File: src/tsd_defines.vh
`ifndef TSD_DEFINES_VH
`define TSD_DEFINES_VH
// Packet framing
`define TSD_SYNC 8'h55
`define TSD_PT_COMMON 8'h05
`define TSD_PT_RADIO_MSG 8'h09
`define TSD_RADIO_OPT_LEN 8'h0A
`define TSD_RADIO_BUF_MAX 16'h0098
`define TSD_HDR_LAST 16'h0004
`define TSD_ARG_LAST 16'h0004
`define TSD_SRC_FIRST 16'h0004
`define TSD_SRC_LAST 16'h0007
// Command codes
`define TSD_CMD_WR_BASE 8'h07
`define TSD_CMD_RD_BASE 8'h08
`define TSD_CMD_RD_DUTY 8'h23
// Result and event codes
`define TSD_RES_SUCCESS 8'h00
`define TSD_RES_FAILURE 8'h01
`define TSD_RES_NOT_SUPP 8'h02
`define TSD_RES_WRONG_PARAM 8'h03
`define TSD_RES_DUTY_LOCKED 8'h05
`define TSD_EVT_TX_COMPLETE 8'h08
// Response lengths
`define TSD_LEN_ONE 16'h0001
`define TSD_LEN_BASE 16'h0005
`define TSD_LEN_DUTY 16'h0008
`define TSD_OLEN_BASE 8'h01
`define TSD_OLEN_NONE 8'h00
// Alternative source-ID range
`define TSD_ALT_MIN 32'hFF80_0000
`define TSD_ALT_MAX 32'hFFFF_FFFE
`define TSD_ALT_MASK 32'hFFFF_FF80
`define TSD_OWN_ID_LAST 32'hFFF7_FFFF
`define TSD_ALT_BASE_RST 32'hFF80_0000
`define TSD_WRITE_CYCLES 8'hFF
// Duty monitor timing
`define TSD_CLK_NS 32'h0000_0005
`define TSD_UNIT_NS 32'h000F_4240
`define TSD_UNIT_CYCLES (`TSD_UNIT_NS / `TSD_CLK_NS)
`define TSD_SLOT_COUNT 8'h0A
`define TSD_SLOT_S 16'h0168
`define TSD_BUDGET_S 8'h24
`define TSD_BUDGET_MS 20'h0_8CA0
`define TSD_PCT_MUL 12'hB61
`define TSD_PCT_SHIFT 5'h14
`define TSD_PCT_FULL 8'h64
`endif

File: src/tsd_tx_monitor.v
// Overview of operation
// - Radio message requests up to 152 buffer bytes are accepted.
// - A sendable well-formed request is answered with success once no earlier send is busy.
// - With duty lock active the request gets the lock code, no send.
// - A finished transmission sends a transmit-complete event 0x08.
// - Alternative range is refused in secure or restricted modes.
// - Alternative range has 128 addresses within FF800000..FFFFFFFE.
// - Range start always sits on a 128-address boundary.
// - Common command 0x08 reads the range start.
// - Range read answers code plus 4-byte start, then write cycles.
// - Common command 0x07 with 4-byte start writes the range start.
// - A written start is rounded down to the 128 boundary.
// - Source up to FFF7FFFF is replaced by the factory radio ID.
// - Source inside the configured range and above FFF7FFFF is sent as given.
// - Any other source is refused with a failure answer.
// - The 868 MHz variant limits transmit time to 1% per hour.
// - Ten slots of 360 s; transmit time is summed per slot.
// - Available time is 36 s minus the usage of the current slot and the last ten slots.
// - At zero available time every transmit request is locked.
// - At slot end usage is pushed as newest, oldest dropped.
// - Common command 0x23 returns used load and slot timing.
`timescale 1ns/100ps
`include "tsd_defines.vh"
module tsd_tx_monitor #(
  parameter UNIT_CYCLES = `TSD_UNIT_CYCLES
) (
  input wire CLK,
  input wire RST_N,
  input wire CE,
  input wire VARIANT_868,
  input wire ALT_ID_BLOCKED,
  input wire [31:0] FACTORY_ID,
  input wire SEC_TICK,
  input wire RX_VALID,
  input wire [7:0] RX_DATA,
  output wire RX_READY,
  output reg RSP_VALID,
  output reg [7:0] RSP_CODE,
  output reg [15:0] RSP_DLEN,
  output reg [7:0] RSP_OLEN,
  output reg [31:0] RSP_BASE,
  output reg [7:0] RSP_WR_CYCLES,
  output reg [7:0] RSP_LOAD,
  output reg [7:0] RSP_SLOTS,
  output reg [15:0] RSP_SLOT_PERIOD,
  output reg [15:0] RSP_SLOT_LEFT,
  output reg [7:0] RSP_LOAD_AFTER,
  output reg TX_START,
  output reg [31:0] TX_SRC_ID,
  output reg [15:0] TX_LEN,
  input wire TX_ACTIVE,
  input wire TX_DONE,
  output reg EVT_VALID,
  output reg [7:0] EVT_CODE,
  output wire DUTY_LOCK
);

localparam S_SYNC = 5'b00001;
localparam S_HDR = 5'b00010;
localparam S_BODY = 5'b00100;
localparam S_DCRC = 5'b01000;
localparam S_EXEC = 5'b10000;

function [7:0] crc8;
  input [7:0] c;
  input [7:0] d;
  integer i;
  reg [7:0] x;
  begin
    x = c ^ d;
    for (i = 0; i < 8; i = i + 1) begin
      x = x[7] ? ((x << 1) ^ 8'h07) : (x << 1);
    end
    crc8 = x;
  end
endfunction

function [7:0] pct;
  input [19:0] used;
  reg [31:0] p;
  begin
    p = {12'h000, used} * {20'h0_0000, `TSD_PCT_MUL};
    p = p >> `TSD_PCT_SHIFT;
    pct = (p > {24'h00_0000, `TSD_PCT_FULL}) ? `TSD_PCT_FULL : p[7:0];
  end
endfunction

////////////////////////////////////////////////////////////////////////////
// Reset release
reg rst_meta_r;
reg rst_sync_r;
wire rst_n = rst_sync_r;

always @(posedge CLK or negedge RST_N) begin
  if (!RST_N) begin
    rst_meta_r <= 1'b0;
    rst_sync_r <= 1'b0;
  end else begin
    rst_meta_r <= 1'b1;
    rst_sync_r <= rst_meta_r;
  end
end

////////////////////////////////////////////////////////////////////////////
// Duty monitor
reg [15:0] cur_r;
reg [159:0] hist_r;
reg [31:0] unit_cnt_r;
reg [15:0] sec_cnt_r;
wire [19:0] psum [0:10];
wire slot_end = SEC_TICK && (sec_cnt_r == `TSD_SLOT_S - 16'h0001);
wire [31:0] unit_last = UNIT_CYCLES - 1;

assign psum[0] = {4'h0, cur_r};
genvar g;
generate
  for (g = 0; g < 10; g = g + 1) begin : g_sum
    assign psum[g + 1] = psum[g] + {4'h0, hist_r[g * 16 +: 16]};
  end
endgenerate

wire [19:0] budget = `TSD_BUDGET_MS;
// Current slot counts against the hourly budget too
assign DUTY_LOCK = VARIANT_868 && (psum[10] >= budget);

always @(posedge CLK or negedge rst_n) begin
  if (!rst_n) begin
    cur_r <= 16'h0000;
    hist_r <= 160'h0;
    unit_cnt_r <= 32'h0000_0000;
    sec_cnt_r <= 16'h0000;
  end else if (CE) begin
    if (SEC_TICK) begin
      sec_cnt_r <= slot_end ? 16'h0000 : sec_cnt_r + 16'h0001;
    end
    if (TX_ACTIVE) begin
      unit_cnt_r <= (unit_cnt_r == unit_last) ? 32'h0000_0000
                    : unit_cnt_r + 32'h0000_0001;
    end
    if (slot_end) begin
      hist_r <= {hist_r[143:0], cur_r};
      cur_r <= 16'h0000;
    end else if (TX_ACTIVE && unit_cnt_r == unit_last
                 && cur_r != 16'hFFFF) begin
      cur_r <= cur_r + 16'h0001;
    end
  end
end

////////////////////////////////////////////////////////////////////////////
// Packet parser
reg [4:0] st_r;
reg [15:0] idx_r;
reg [7:0] crc_r;
reg [15:0] dlen_r;
reg [7:0] olen_r;
reg [7:0] ptype_r;
reg [7:0] cmd_r;
reg [31:0] arg_r;
reg [31:0] src_r;
reg [31:0] base_r;
reg busy_r;

wire take = RX_VALID && RX_READY && CE;
wire [15:0] body_last = dlen_r + {8'h00, olen_r} - 16'h0001;
wire [15:0] opt_idx = idx_r - dlen_r;
wire [7:0] crc_nxt = crc8(crc_r, RX_DATA);
wire radio = (ptype_r == `TSD_PT_RADIO_MSG);
wire in_alt = (src_r[31:7] == base_r[31:7]) && (src_r <= `TSD_ALT_MAX);
wire exec_go = (st_r == S_EXEC) && CE && !(radio && busy_r);

assign RX_READY = (st_r != S_EXEC);

always @(posedge CLK or negedge rst_n) begin
  if (!rst_n) begin
    st_r <= S_SYNC;
    idx_r <= 16'h0000;
    crc_r <= 8'h00;
    dlen_r <= 16'h0000;
    olen_r <= 8'h00;
    ptype_r <= 8'h00;
    cmd_r <= 8'h00;
    arg_r <= 32'h0000_0000;
    src_r <= 32'h0000_0000;
  end else if (take) begin
    case (st_r)
      S_SYNC: begin
        if (RX_DATA == `TSD_SYNC) begin
          st_r <= S_HDR;
          idx_r <= 16'h0000;
          crc_r <= 8'h00;
        end
      end
      S_HDR: begin
        crc_r <= crc_nxt;
        idx_r <= idx_r + 16'h0001;
        case (idx_r[2:0])
          3'h0: dlen_r[15:8] <= RX_DATA;
          3'h1: dlen_r[7:0] <= RX_DATA;
          3'h2: olen_r <= RX_DATA;
          3'h3: ptype_r <= RX_DATA;
          default: begin
            crc_r <= 8'h00;
            idx_r <= 16'h0000;
            if (RX_DATA != crc_r) begin
              st_r <= S_SYNC;
            end else if (dlen_r == 16'h0000 && olen_r == 8'h00) begin
              st_r <= S_DCRC;
            end else begin
              st_r <= S_BODY;
            end
          end
        endcase
      end
      S_BODY: begin
        crc_r <= crc_nxt;
        idx_r <= idx_r + 16'h0001;
        if (idx_r == 16'h0000) begin
          cmd_r <= RX_DATA;
        end
        if (idx_r != 16'h0000 && idx_r <= `TSD_ARG_LAST
            && idx_r < dlen_r) begin
          arg_r <= {arg_r[23:0], RX_DATA};
        end
        if (idx_r >= dlen_r && opt_idx >= `TSD_SRC_FIRST
            && opt_idx <= `TSD_SRC_LAST) begin
          src_r <= {src_r[23:0], RX_DATA};
        end
        if (idx_r == body_last) begin
          st_r <= S_DCRC;
        end
      end
      S_DCRC: begin
        st_r <= (RX_DATA == crc_r) ? S_EXEC : S_SYNC;
      end
      default: st_r <= S_SYNC;
    endcase
  end else if (exec_go) begin
    st_r <= S_SYNC;
  end
end

////////////////////////////////////////////////////////////////////////////
// Command execution
always @(posedge CLK or negedge rst_n) begin
  if (!rst_n) begin
    base_r <= `TSD_ALT_BASE_RST;
    busy_r <= 1'b0;
    RSP_VALID <= 1'b0;
    RSP_CODE <= 8'h00;
    RSP_DLEN <= 16'h0000;
    RSP_OLEN <= 8'h00;
    RSP_BASE <= 32'h0000_0000;
    RSP_WR_CYCLES <= 8'h00;
    RSP_LOAD <= 8'h00;
    RSP_SLOTS <= 8'h00;
    RSP_SLOT_PERIOD <= 16'h0000;
    RSP_SLOT_LEFT <= 16'h0000;
    RSP_LOAD_AFTER <= 8'h00;
    TX_START <= 1'b0;
    TX_SRC_ID <= 32'h0000_0000;
    TX_LEN <= 16'h0000;
    EVT_VALID <= 1'b0;
    EVT_CODE <= 8'h00;
  end else if (CE) begin
    RSP_VALID <= exec_go;
    TX_START <= 1'b0;
    EVT_VALID <= 1'b0;
    if (TX_DONE && busy_r) begin
      busy_r <= 1'b0;
      EVT_VALID <= 1'b1;
      EVT_CODE <= `TSD_EVT_TX_COMPLETE;
    end
    if (exec_go) begin
      RSP_DLEN <= `TSD_LEN_ONE;
      RSP_OLEN <= `TSD_OLEN_NONE;
      RSP_CODE <= `TSD_RES_NOT_SUPP;
      if (radio) begin
        if (olen_r != `TSD_RADIO_OPT_LEN || dlen_r == 16'h0000
            || dlen_r > `TSD_RADIO_BUF_MAX) begin
          RSP_CODE <= `TSD_RES_WRONG_PARAM;
        end else if (DUTY_LOCK) begin
          RSP_CODE <= `TSD_RES_DUTY_LOCKED;
        end else if (src_r <= `TSD_OWN_ID_LAST
                     || (in_alt && !ALT_ID_BLOCKED)) begin
          RSP_CODE <= `TSD_RES_SUCCESS;
          TX_START <= 1'b1;
          busy_r <= 1'b1;
          TX_LEN <= dlen_r;
          TX_SRC_ID <= (src_r <= `TSD_OWN_ID_LAST) ? FACTORY_ID : src_r;
        end else begin
          RSP_CODE <= `TSD_RES_FAILURE;
        end
      end else if (ptype_r == `TSD_PT_COMMON) begin
        if (cmd_r == `TSD_CMD_RD_BASE && dlen_r == `TSD_LEN_ONE) begin
          RSP_CODE <= `TSD_RES_SUCCESS;
          RSP_DLEN <= `TSD_LEN_BASE;
          RSP_OLEN <= `TSD_OLEN_BASE;
          RSP_BASE <= base_r;
          RSP_WR_CYCLES <= `TSD_WRITE_CYCLES;
        end else if (cmd_r == `TSD_CMD_WR_BASE
                     && dlen_r == `TSD_LEN_BASE) begin
          if (arg_r < `TSD_ALT_MIN) begin
            RSP_CODE <= `TSD_RES_WRONG_PARAM;
          end else begin
            RSP_CODE <= `TSD_RES_SUCCESS;
            base_r <= arg_r & `TSD_ALT_MASK;
          end
        end else if (cmd_r == `TSD_CMD_RD_DUTY
                     && dlen_r == `TSD_LEN_ONE) begin
          RSP_CODE <= `TSD_RES_SUCCESS;
          RSP_DLEN <= `TSD_LEN_DUTY;
          RSP_LOAD <= pct(psum[10]);
          RSP_SLOTS <= `TSD_SLOT_COUNT;
          RSP_SLOT_PERIOD <= `TSD_SLOT_S;
          RSP_SLOT_LEFT <= `TSD_SLOT_S - sec_cnt_r;
          RSP_LOAD_AFTER <= pct(psum[10] - {4'h0, hist_r[159:144]});
        end
      end
    end
  end
end

endmodule

File: config.mk
export PLATFORM = sky130hd
export DESIGN_NAME = tsd_tx_monitor
export DESIGN_NICKNAME = d
export VERILOG_FILES = /design/src/tsd_tx_monitor.v
export VERILOG_INCLUDE_DIRS = /design/src /design/src/src
export SDC_FILE = /design/constraint.sdc
export NUM_CORES = 2
export LEC_CHECK = 0
export ABC_AREA = 1
export BUFFER_PORTS_ARGS = -buffer_cell sky130_fd_sc_hd__buf_2
export CORE_MARGIN = 2
export CORE_UTILIZATION = 60
export CTS_CLUSTER_DIAMETER = 60
export DETAILED_ROUTE_END_ITERATION = 8
export HOLD_SLACK_MARGIN = 0.08
export PLACE_DENSITY = 0.8
export SYNTH_ARGS = -nofsm -noshare
export SYNTH_HDL_FRONTEND = slang
export SYNTH_SLANG_ARGS = --single-unit
File: constraint.sdc
create_clock -name CLK -period 40 [get_ports CLK]
set_clock_uncertainty 0.15 [all_clocks]
set_input_delay 2 -clock CLK [delete_from_list [all_inputs] [get_ports CLK]]
set_output_delay 2 -clock CLK [all_outputs]
set_load 0.005 [all_outputs]
# Word-level counts from Yosys, hierarchy flattened
# Cells that the tools add are included.
# op_classes
mul	2
magnitude_cmp	12
bitwise_logic	15
n_mux	59
eq_ne	29
reduce_logical	53
n_addsub	19
# op_table
operator	n
adder 20 x 16 -> 20 bit	6
two-way mux 16 bit	5
<= comparator 32 bit, second input constant	2
multiplier 20 x 12 -> 32 bit, second input constant	2
two-way mux 32 bit	2
two-way mux 8 bit	8
adder 16 x 1 -> 16 bit, second input constant	3
case mux 16 bit (3 select lines)	1
adder 32 x 1 -> 32 bit, second input constant	1
equality test 32 x 18 -> 1 bit, second input constant	1
<= comparator 16 x 3 -> 1 bit, second input constant	2
logical NOT 16 bit	2
less-than comparator 32 bit, second input constant	1
two-way mux 3 bit	10
two-way mux 5 bit	6
two-way mux 4 bit	7
equality test 25 bit	1
> comparator 12 x 7 -> 1 bit, second input constant	2
NOT 3 bit	8
case mux 8 bit (3 select lines)	1
AND reduction 3 bit	8
adder 19 x 16 -> 20 bit	1
greater-or-equal comparator 20 x 16 -> 1 bit, second input constant	1
logical AND 1 bit	20
52 further kinds	88
# totals
output_inout_bits	189
in_bits	49
regBits	529
elab_cells	223

# Depth between registers and ports, before layout
# depth
word_depth	19
depth_mapped	56
ltp_nobuf	56

# Worst setup path after synthesis
# Ideal clock, no wire load.
# synth_path
path_type	register to register
from	register cur_r[3]
to	register RSP_LOAD_AFTER[2]
n_path_buf	1
slack_ns	29.561
setup_time_ns	0.113
t_arrival_ns	10.177
t_required_ns	39.737
synth_period_minus_slack_ns	10.439
stages_incl_launch_ff	49
cell_sequence	dfrtp_1 -> clkbuf_1 -> inv_1 -> fa_1 -> inv_1 -> fa_1 -> fa_1 -> fa_1 -> inv_1 -> fa_1 -> fa_1 -> inv_1 -> nand3_1 -> nand2_1 -> xor2_1 -> ha_1 -> a21oi_1 -> o21a_1 -> (+13 left out) -> fa_1 -> inv_1 -> ha_1 -> nand2_1 -> nor2_1 -> inv_1 -> nor2_1 -> nand2_1 -> nor3_1 -> inv_1 -> o21ai_0 -> nand2_1 -> nand3_1 -> nand2_1 -> nor2_1 -> nand4_1 -> nand2_1 -> inv_1
# synth_via
elab_chain_len	14
# synth_rtl
item	line	text
from (decl)	tsd_tx_monitor.v:106	reg [15:0] cur_r;
from (signal assigned)	tsd_tx_monitor.v:145	cur_r <= cur_r + 16'h0001;
adder 16 x 16 -> 17 bit *	tsd_tx_monitor.v:118	assign psum[g + 1] = psum[g] + {4'h0, hist_r[g * 16 +: 16]};
adder 17 x 16 -> 18 bit *	tsd_tx_monitor.v:118	
adder 18 x 16 -> 19 bit *	tsd_tx_monitor.v:118	
adder 19 x 16 -> 20 bit *	tsd_tx_monitor.v:118	
adder 20 x 16 -> 20 bit * (6 in series)	tsd_tx_monitor.v:118	
subtractor 20 x 16 -> 20 bit *	tsd_tx_monitor.v:317	RSP_LOAD_AFTER <= pct(psum[10] - {4'h0, hist_r[159:144]});
multiplier 20 x 12 -> 32 bit *	tsd_tx_monitor.v:82	p = {12'h000, used} * {20'h0_0000, `TSD_PCT_MUL};
> comparator 12 x 7 -> 1 bit	tsd_tx_monitor.v:84	pct = (p > {24'h00_0000, `TSD_PCT_FULL}) ? `TSD_PCT_FULL : p[7:0];
two-way mux 8 bit *	tsd_tx_monitor.v:84	
to (signal assigned)	tsd_tx_monitor.v:317	
to (decl)	tsd_tx_monitor.v:47	output reg [7:0] RSP_LOAD_AFTER,
# Every way passes the cells marked *; elsewhere a longest branch is shown, timed or not.
# A chain may end at the register's enable or synchronous reset.

# Worst setup path after layout
# layout_path
from	register cur_r[2]
to	register RSP_LOAD_AFTER[0]
# Same word-level chain as after synthesis.

==> impl_metrics.py <==
metrics = {
    "setup_path": {
        "start_kind": "register",
        "path_max_fanout": 6,
        "slowest_stage": "fa_1",
        "reg2reg_from": "cur_r[2]",
        "end_kind": "register",
        "cp-startpoint": "cur_r[2]",
        "cp_slowest_stage_delay_ns": 0.56,
        "path_common_cell": "inv_1",
        "critPathRequiredTime_ns": 40.35,
        "critical_path_arrival_ns": 12.02,
        "critPathKind": "reg2reg",
    },
    "yosys": {
        "synth_cells": 4383,
        "seq_area_frac_synth": 0.339,
        "ys_warn_count": 0,
        "synthFlopType": "dfrtp_1",
        "syn_area_um2": 37100,
        "yosysUniqueCellTypes": 64,
        "synth-edff-count": 0,
        "ys_ff_latch": 502,
        "syn_area_per_cell_um2": 8.47,
        "synthArstFlopShare": 1.00,
    },
    "floorplanning": {
        "start_util": 0.604,
        "die-width_um": 253,
        "fp-row-count": 91,
        "core_um2": 61500,
        "die_area_um2": 63900,
        "die_h_um": 253,
        "pin_count": 238,
    },
    "clock_network": {
        "cts_tree": "yes",
        "worstSkewPairLatency_ns": 0.61,
        "cts_buffers": 53,
        "ctsRootBufferMaster": "clkbuf_16",
        "clk_pin_slew_worst_paths_ns": 0.06,
        "cts_sinks": 502,
        "cts_setup_buffers": 0,
        "clockBufferDepth": 3,
        "ctsHoldBuffers": 0,
        "cts_resized": 0,
        "ctsHtreeMaxLevel": 2,
    },
    "route": {
        "drt-total-wl_um": 85600,
        "firstDrtPassIters": 6,
        "vias": 28961,
        "first_iter_violations": 2037,
        "routed_via_density": 5.41,
        "antenna_left": 0,
        "drc_errors": 0,
        "wl_per_cell_um": 16.0,
    },
    "sta": {
        "tns_ns": 0,
        "tightest_slew_ns": 1.03,
        "hold_violations": 0,
        "post-route-period-util": 0.292,
        "max_freq_mhz": 85.7,
        "whs_ns": 0.204,
        "period_minus_slack_ns": 11.67,
        "rsz0062_at_grt": "no",
        "setup_viol": 0,
        "slew_headroom": 0.311,
        "drv_slew": 0,
    },
    "run_status": {
        "outcome": "completed",
    },
    "power": {
        "pwr_density_cell_nw_per_um2": 37.0,
        "p_leak_nw": 21.1,
        "vdd_drop_max_uv": 47.8,
    },
    "hold_path": {
        "worst_hold_startpoint": "rst_meta_r",
        "hp-class": "reg2reg",
    },
    "global_routing": {
        "grt-ovfl-total": 0,
        "antenna_found_initial": 0,
        "grt_max_degree": 168,
        "first_global_vias": 28745,
        "grt_use_total": 0.275,
        "grt_pass1_wl_um": 143000,
    },
    "cells_and_area": {
        "insertedDiodeCount": 0,
        "drive_above_1_share": 0.0848,
        "stdcell_area_um2": 40300,
        "final_common_cell": "nand2_1",
        "mostFrequentLayoutCells": "nand2_1, inv_1, dfrtp_1",
        "area_delta_synth_final_pct": 8.39,
        "final_nets": 5110,
    },
    "place": {
        "gp_congestion": 0.982,
        "post-dp-hpwl_um": 65900,
        "port_buffers": 180,
        "place_area_um2": 38400,
    },
    "run": {
        "maxCapViolCount": 0,
    },
}
==> through the flow <==
| stage | setup slack (ns) | cells | utilization | power (mW) |
|---|---|---|---|---|
| floorplan | 24.84 | 4439 | - | 0.882 |
| global placement | 28.80 | 5257 | 0.625 | 0.960 |
| detailed placement | 28.45 | 5257 | 0.625 | 0.966 |
| CTS | 28.39 | 5352 | 0.655 | 1.49 |
| global route | 27.44 | 5352 | 0.655 | 1.58 |
| finish | 28.33 | 5352 | 0.655 | 1.49 |
==> logic make-up after synthesis <==
family,share of synthesized area
muxes,0.00485
adders and majority gates,0.234
other,0.000202
and+or+nand+nor,0.184
buffers and inverters,0.101
DFF,0.339
xor gates and xnor gates,0.0445
AOI/OAI and AO/OA,0.0931
==> synth_stat cells, types with 11 or more instances <==
library cell  number  area, um^2
a21oi_1          174         871
a31oi_1           11        68.8
buf_4             70         526
clkbuf_1          76         285
dfrtp_1          492       12300
fa_1             258        5160
ha_1             281        3520
inv_1            733        2750
mux2_2            16         180
nand2_1          964        3620
nand2_2           11        68.8
nand3_1          140         701
nand4_1           55         344
nor2_1           246         923
nor2_2            13        81.3
nor3_1            58         290
nor4_1            52         325
o21ai_0          288        1440
o21ai_1           83         415
o21bai_1          21         158
o31ai_1           12        90.1
xnor2_1           58         508
xor2_1           122        1070
==> critical path: cells and delay by family (launching register included) <==
family          cells  cell delay, ns
simple gates       16            2.09
compound gates      7            1.40
fa+ha+maj          14            6.24
xor+xnor            1            0.47
flops               1            0.39
buf+inv            11            0.84
==> routing by layer <==
layer  part of all wire  wire length [um]  track usage  vias to the layer above
met4              0.022              1840       0.0697                        0
met3              0.050              4290       0.0337                      131
met1               0.45             38400        0.388                    14012
met5                  0                 0            0                        -
met2               0.48             41000        0.454                      749
li1                   -                 -            -                    14069
==> where the power goes <==
group | leakage (nW) | internal [mW] | total, mW | switching [mW]
Clock | 0.906 | 0.314 | 0.522 | 0.208
Sequential | 6.35 | 0.529 | 0.555 | 0.0253
Combinational | 13.9 | 0.150 | 0.411 | 0.261
Total | 21.1 | 0.993 | 1.49 | 0.494
==> flip-flops by register name, indices dropped and copies added (netlist names), 3 cells and up <==
name,flops
cur_r,16
cmd_r,8
crc_r,8
hist_r,160
idx_r,16
TX_LEN,16
unit_cnt_r,32
RSP_BASE,25
base_r,25
TX_SRC_ID,32
olen_r,8
dlen_r,16
RSP_CODE,3
src_r,32
RSP_LOAD_AFTER,8
RSP_SLOT_LEFT,16
st_r,5
ptype_r,8
sec_cnt_r,16
RSP_DLEN,3
arg_r,32
RSP_LOAD,8
==> worst paths after layout <==
check	to	slack (ns)	depth (start not counted)
max	RSP_LOAD_AFTER[0]	28.33	49
min	rst_n	0.20	0
max reg2reg	RSP_LOAD_AFTER[0]	28.33	49
min reg2reg	rst_n	0.20	0
max in group asynchronous	TX_SRC_ID[18]	37.15	2
min in group asynchronous	sec_cnt_r[8]	0.26	0
==> final cells by class <==
| cell class | count | area, um^2 |
|---|---|---|
| Fill cell | 5019 | 21200 |
| Multi-Input combinational cell | 3030 | 21000 |
| Sequential cell | 502 | 12600 |
| Inverter | 739 | 2780 |
| Clock buffer | 75 | 1550 |
| Timing Repair Buffer | 196 | 1030 |
| Tap cell | 790 | 988 |
| Clock inverter | 20 | 302 |
Power figures use the tool's default switching activity.
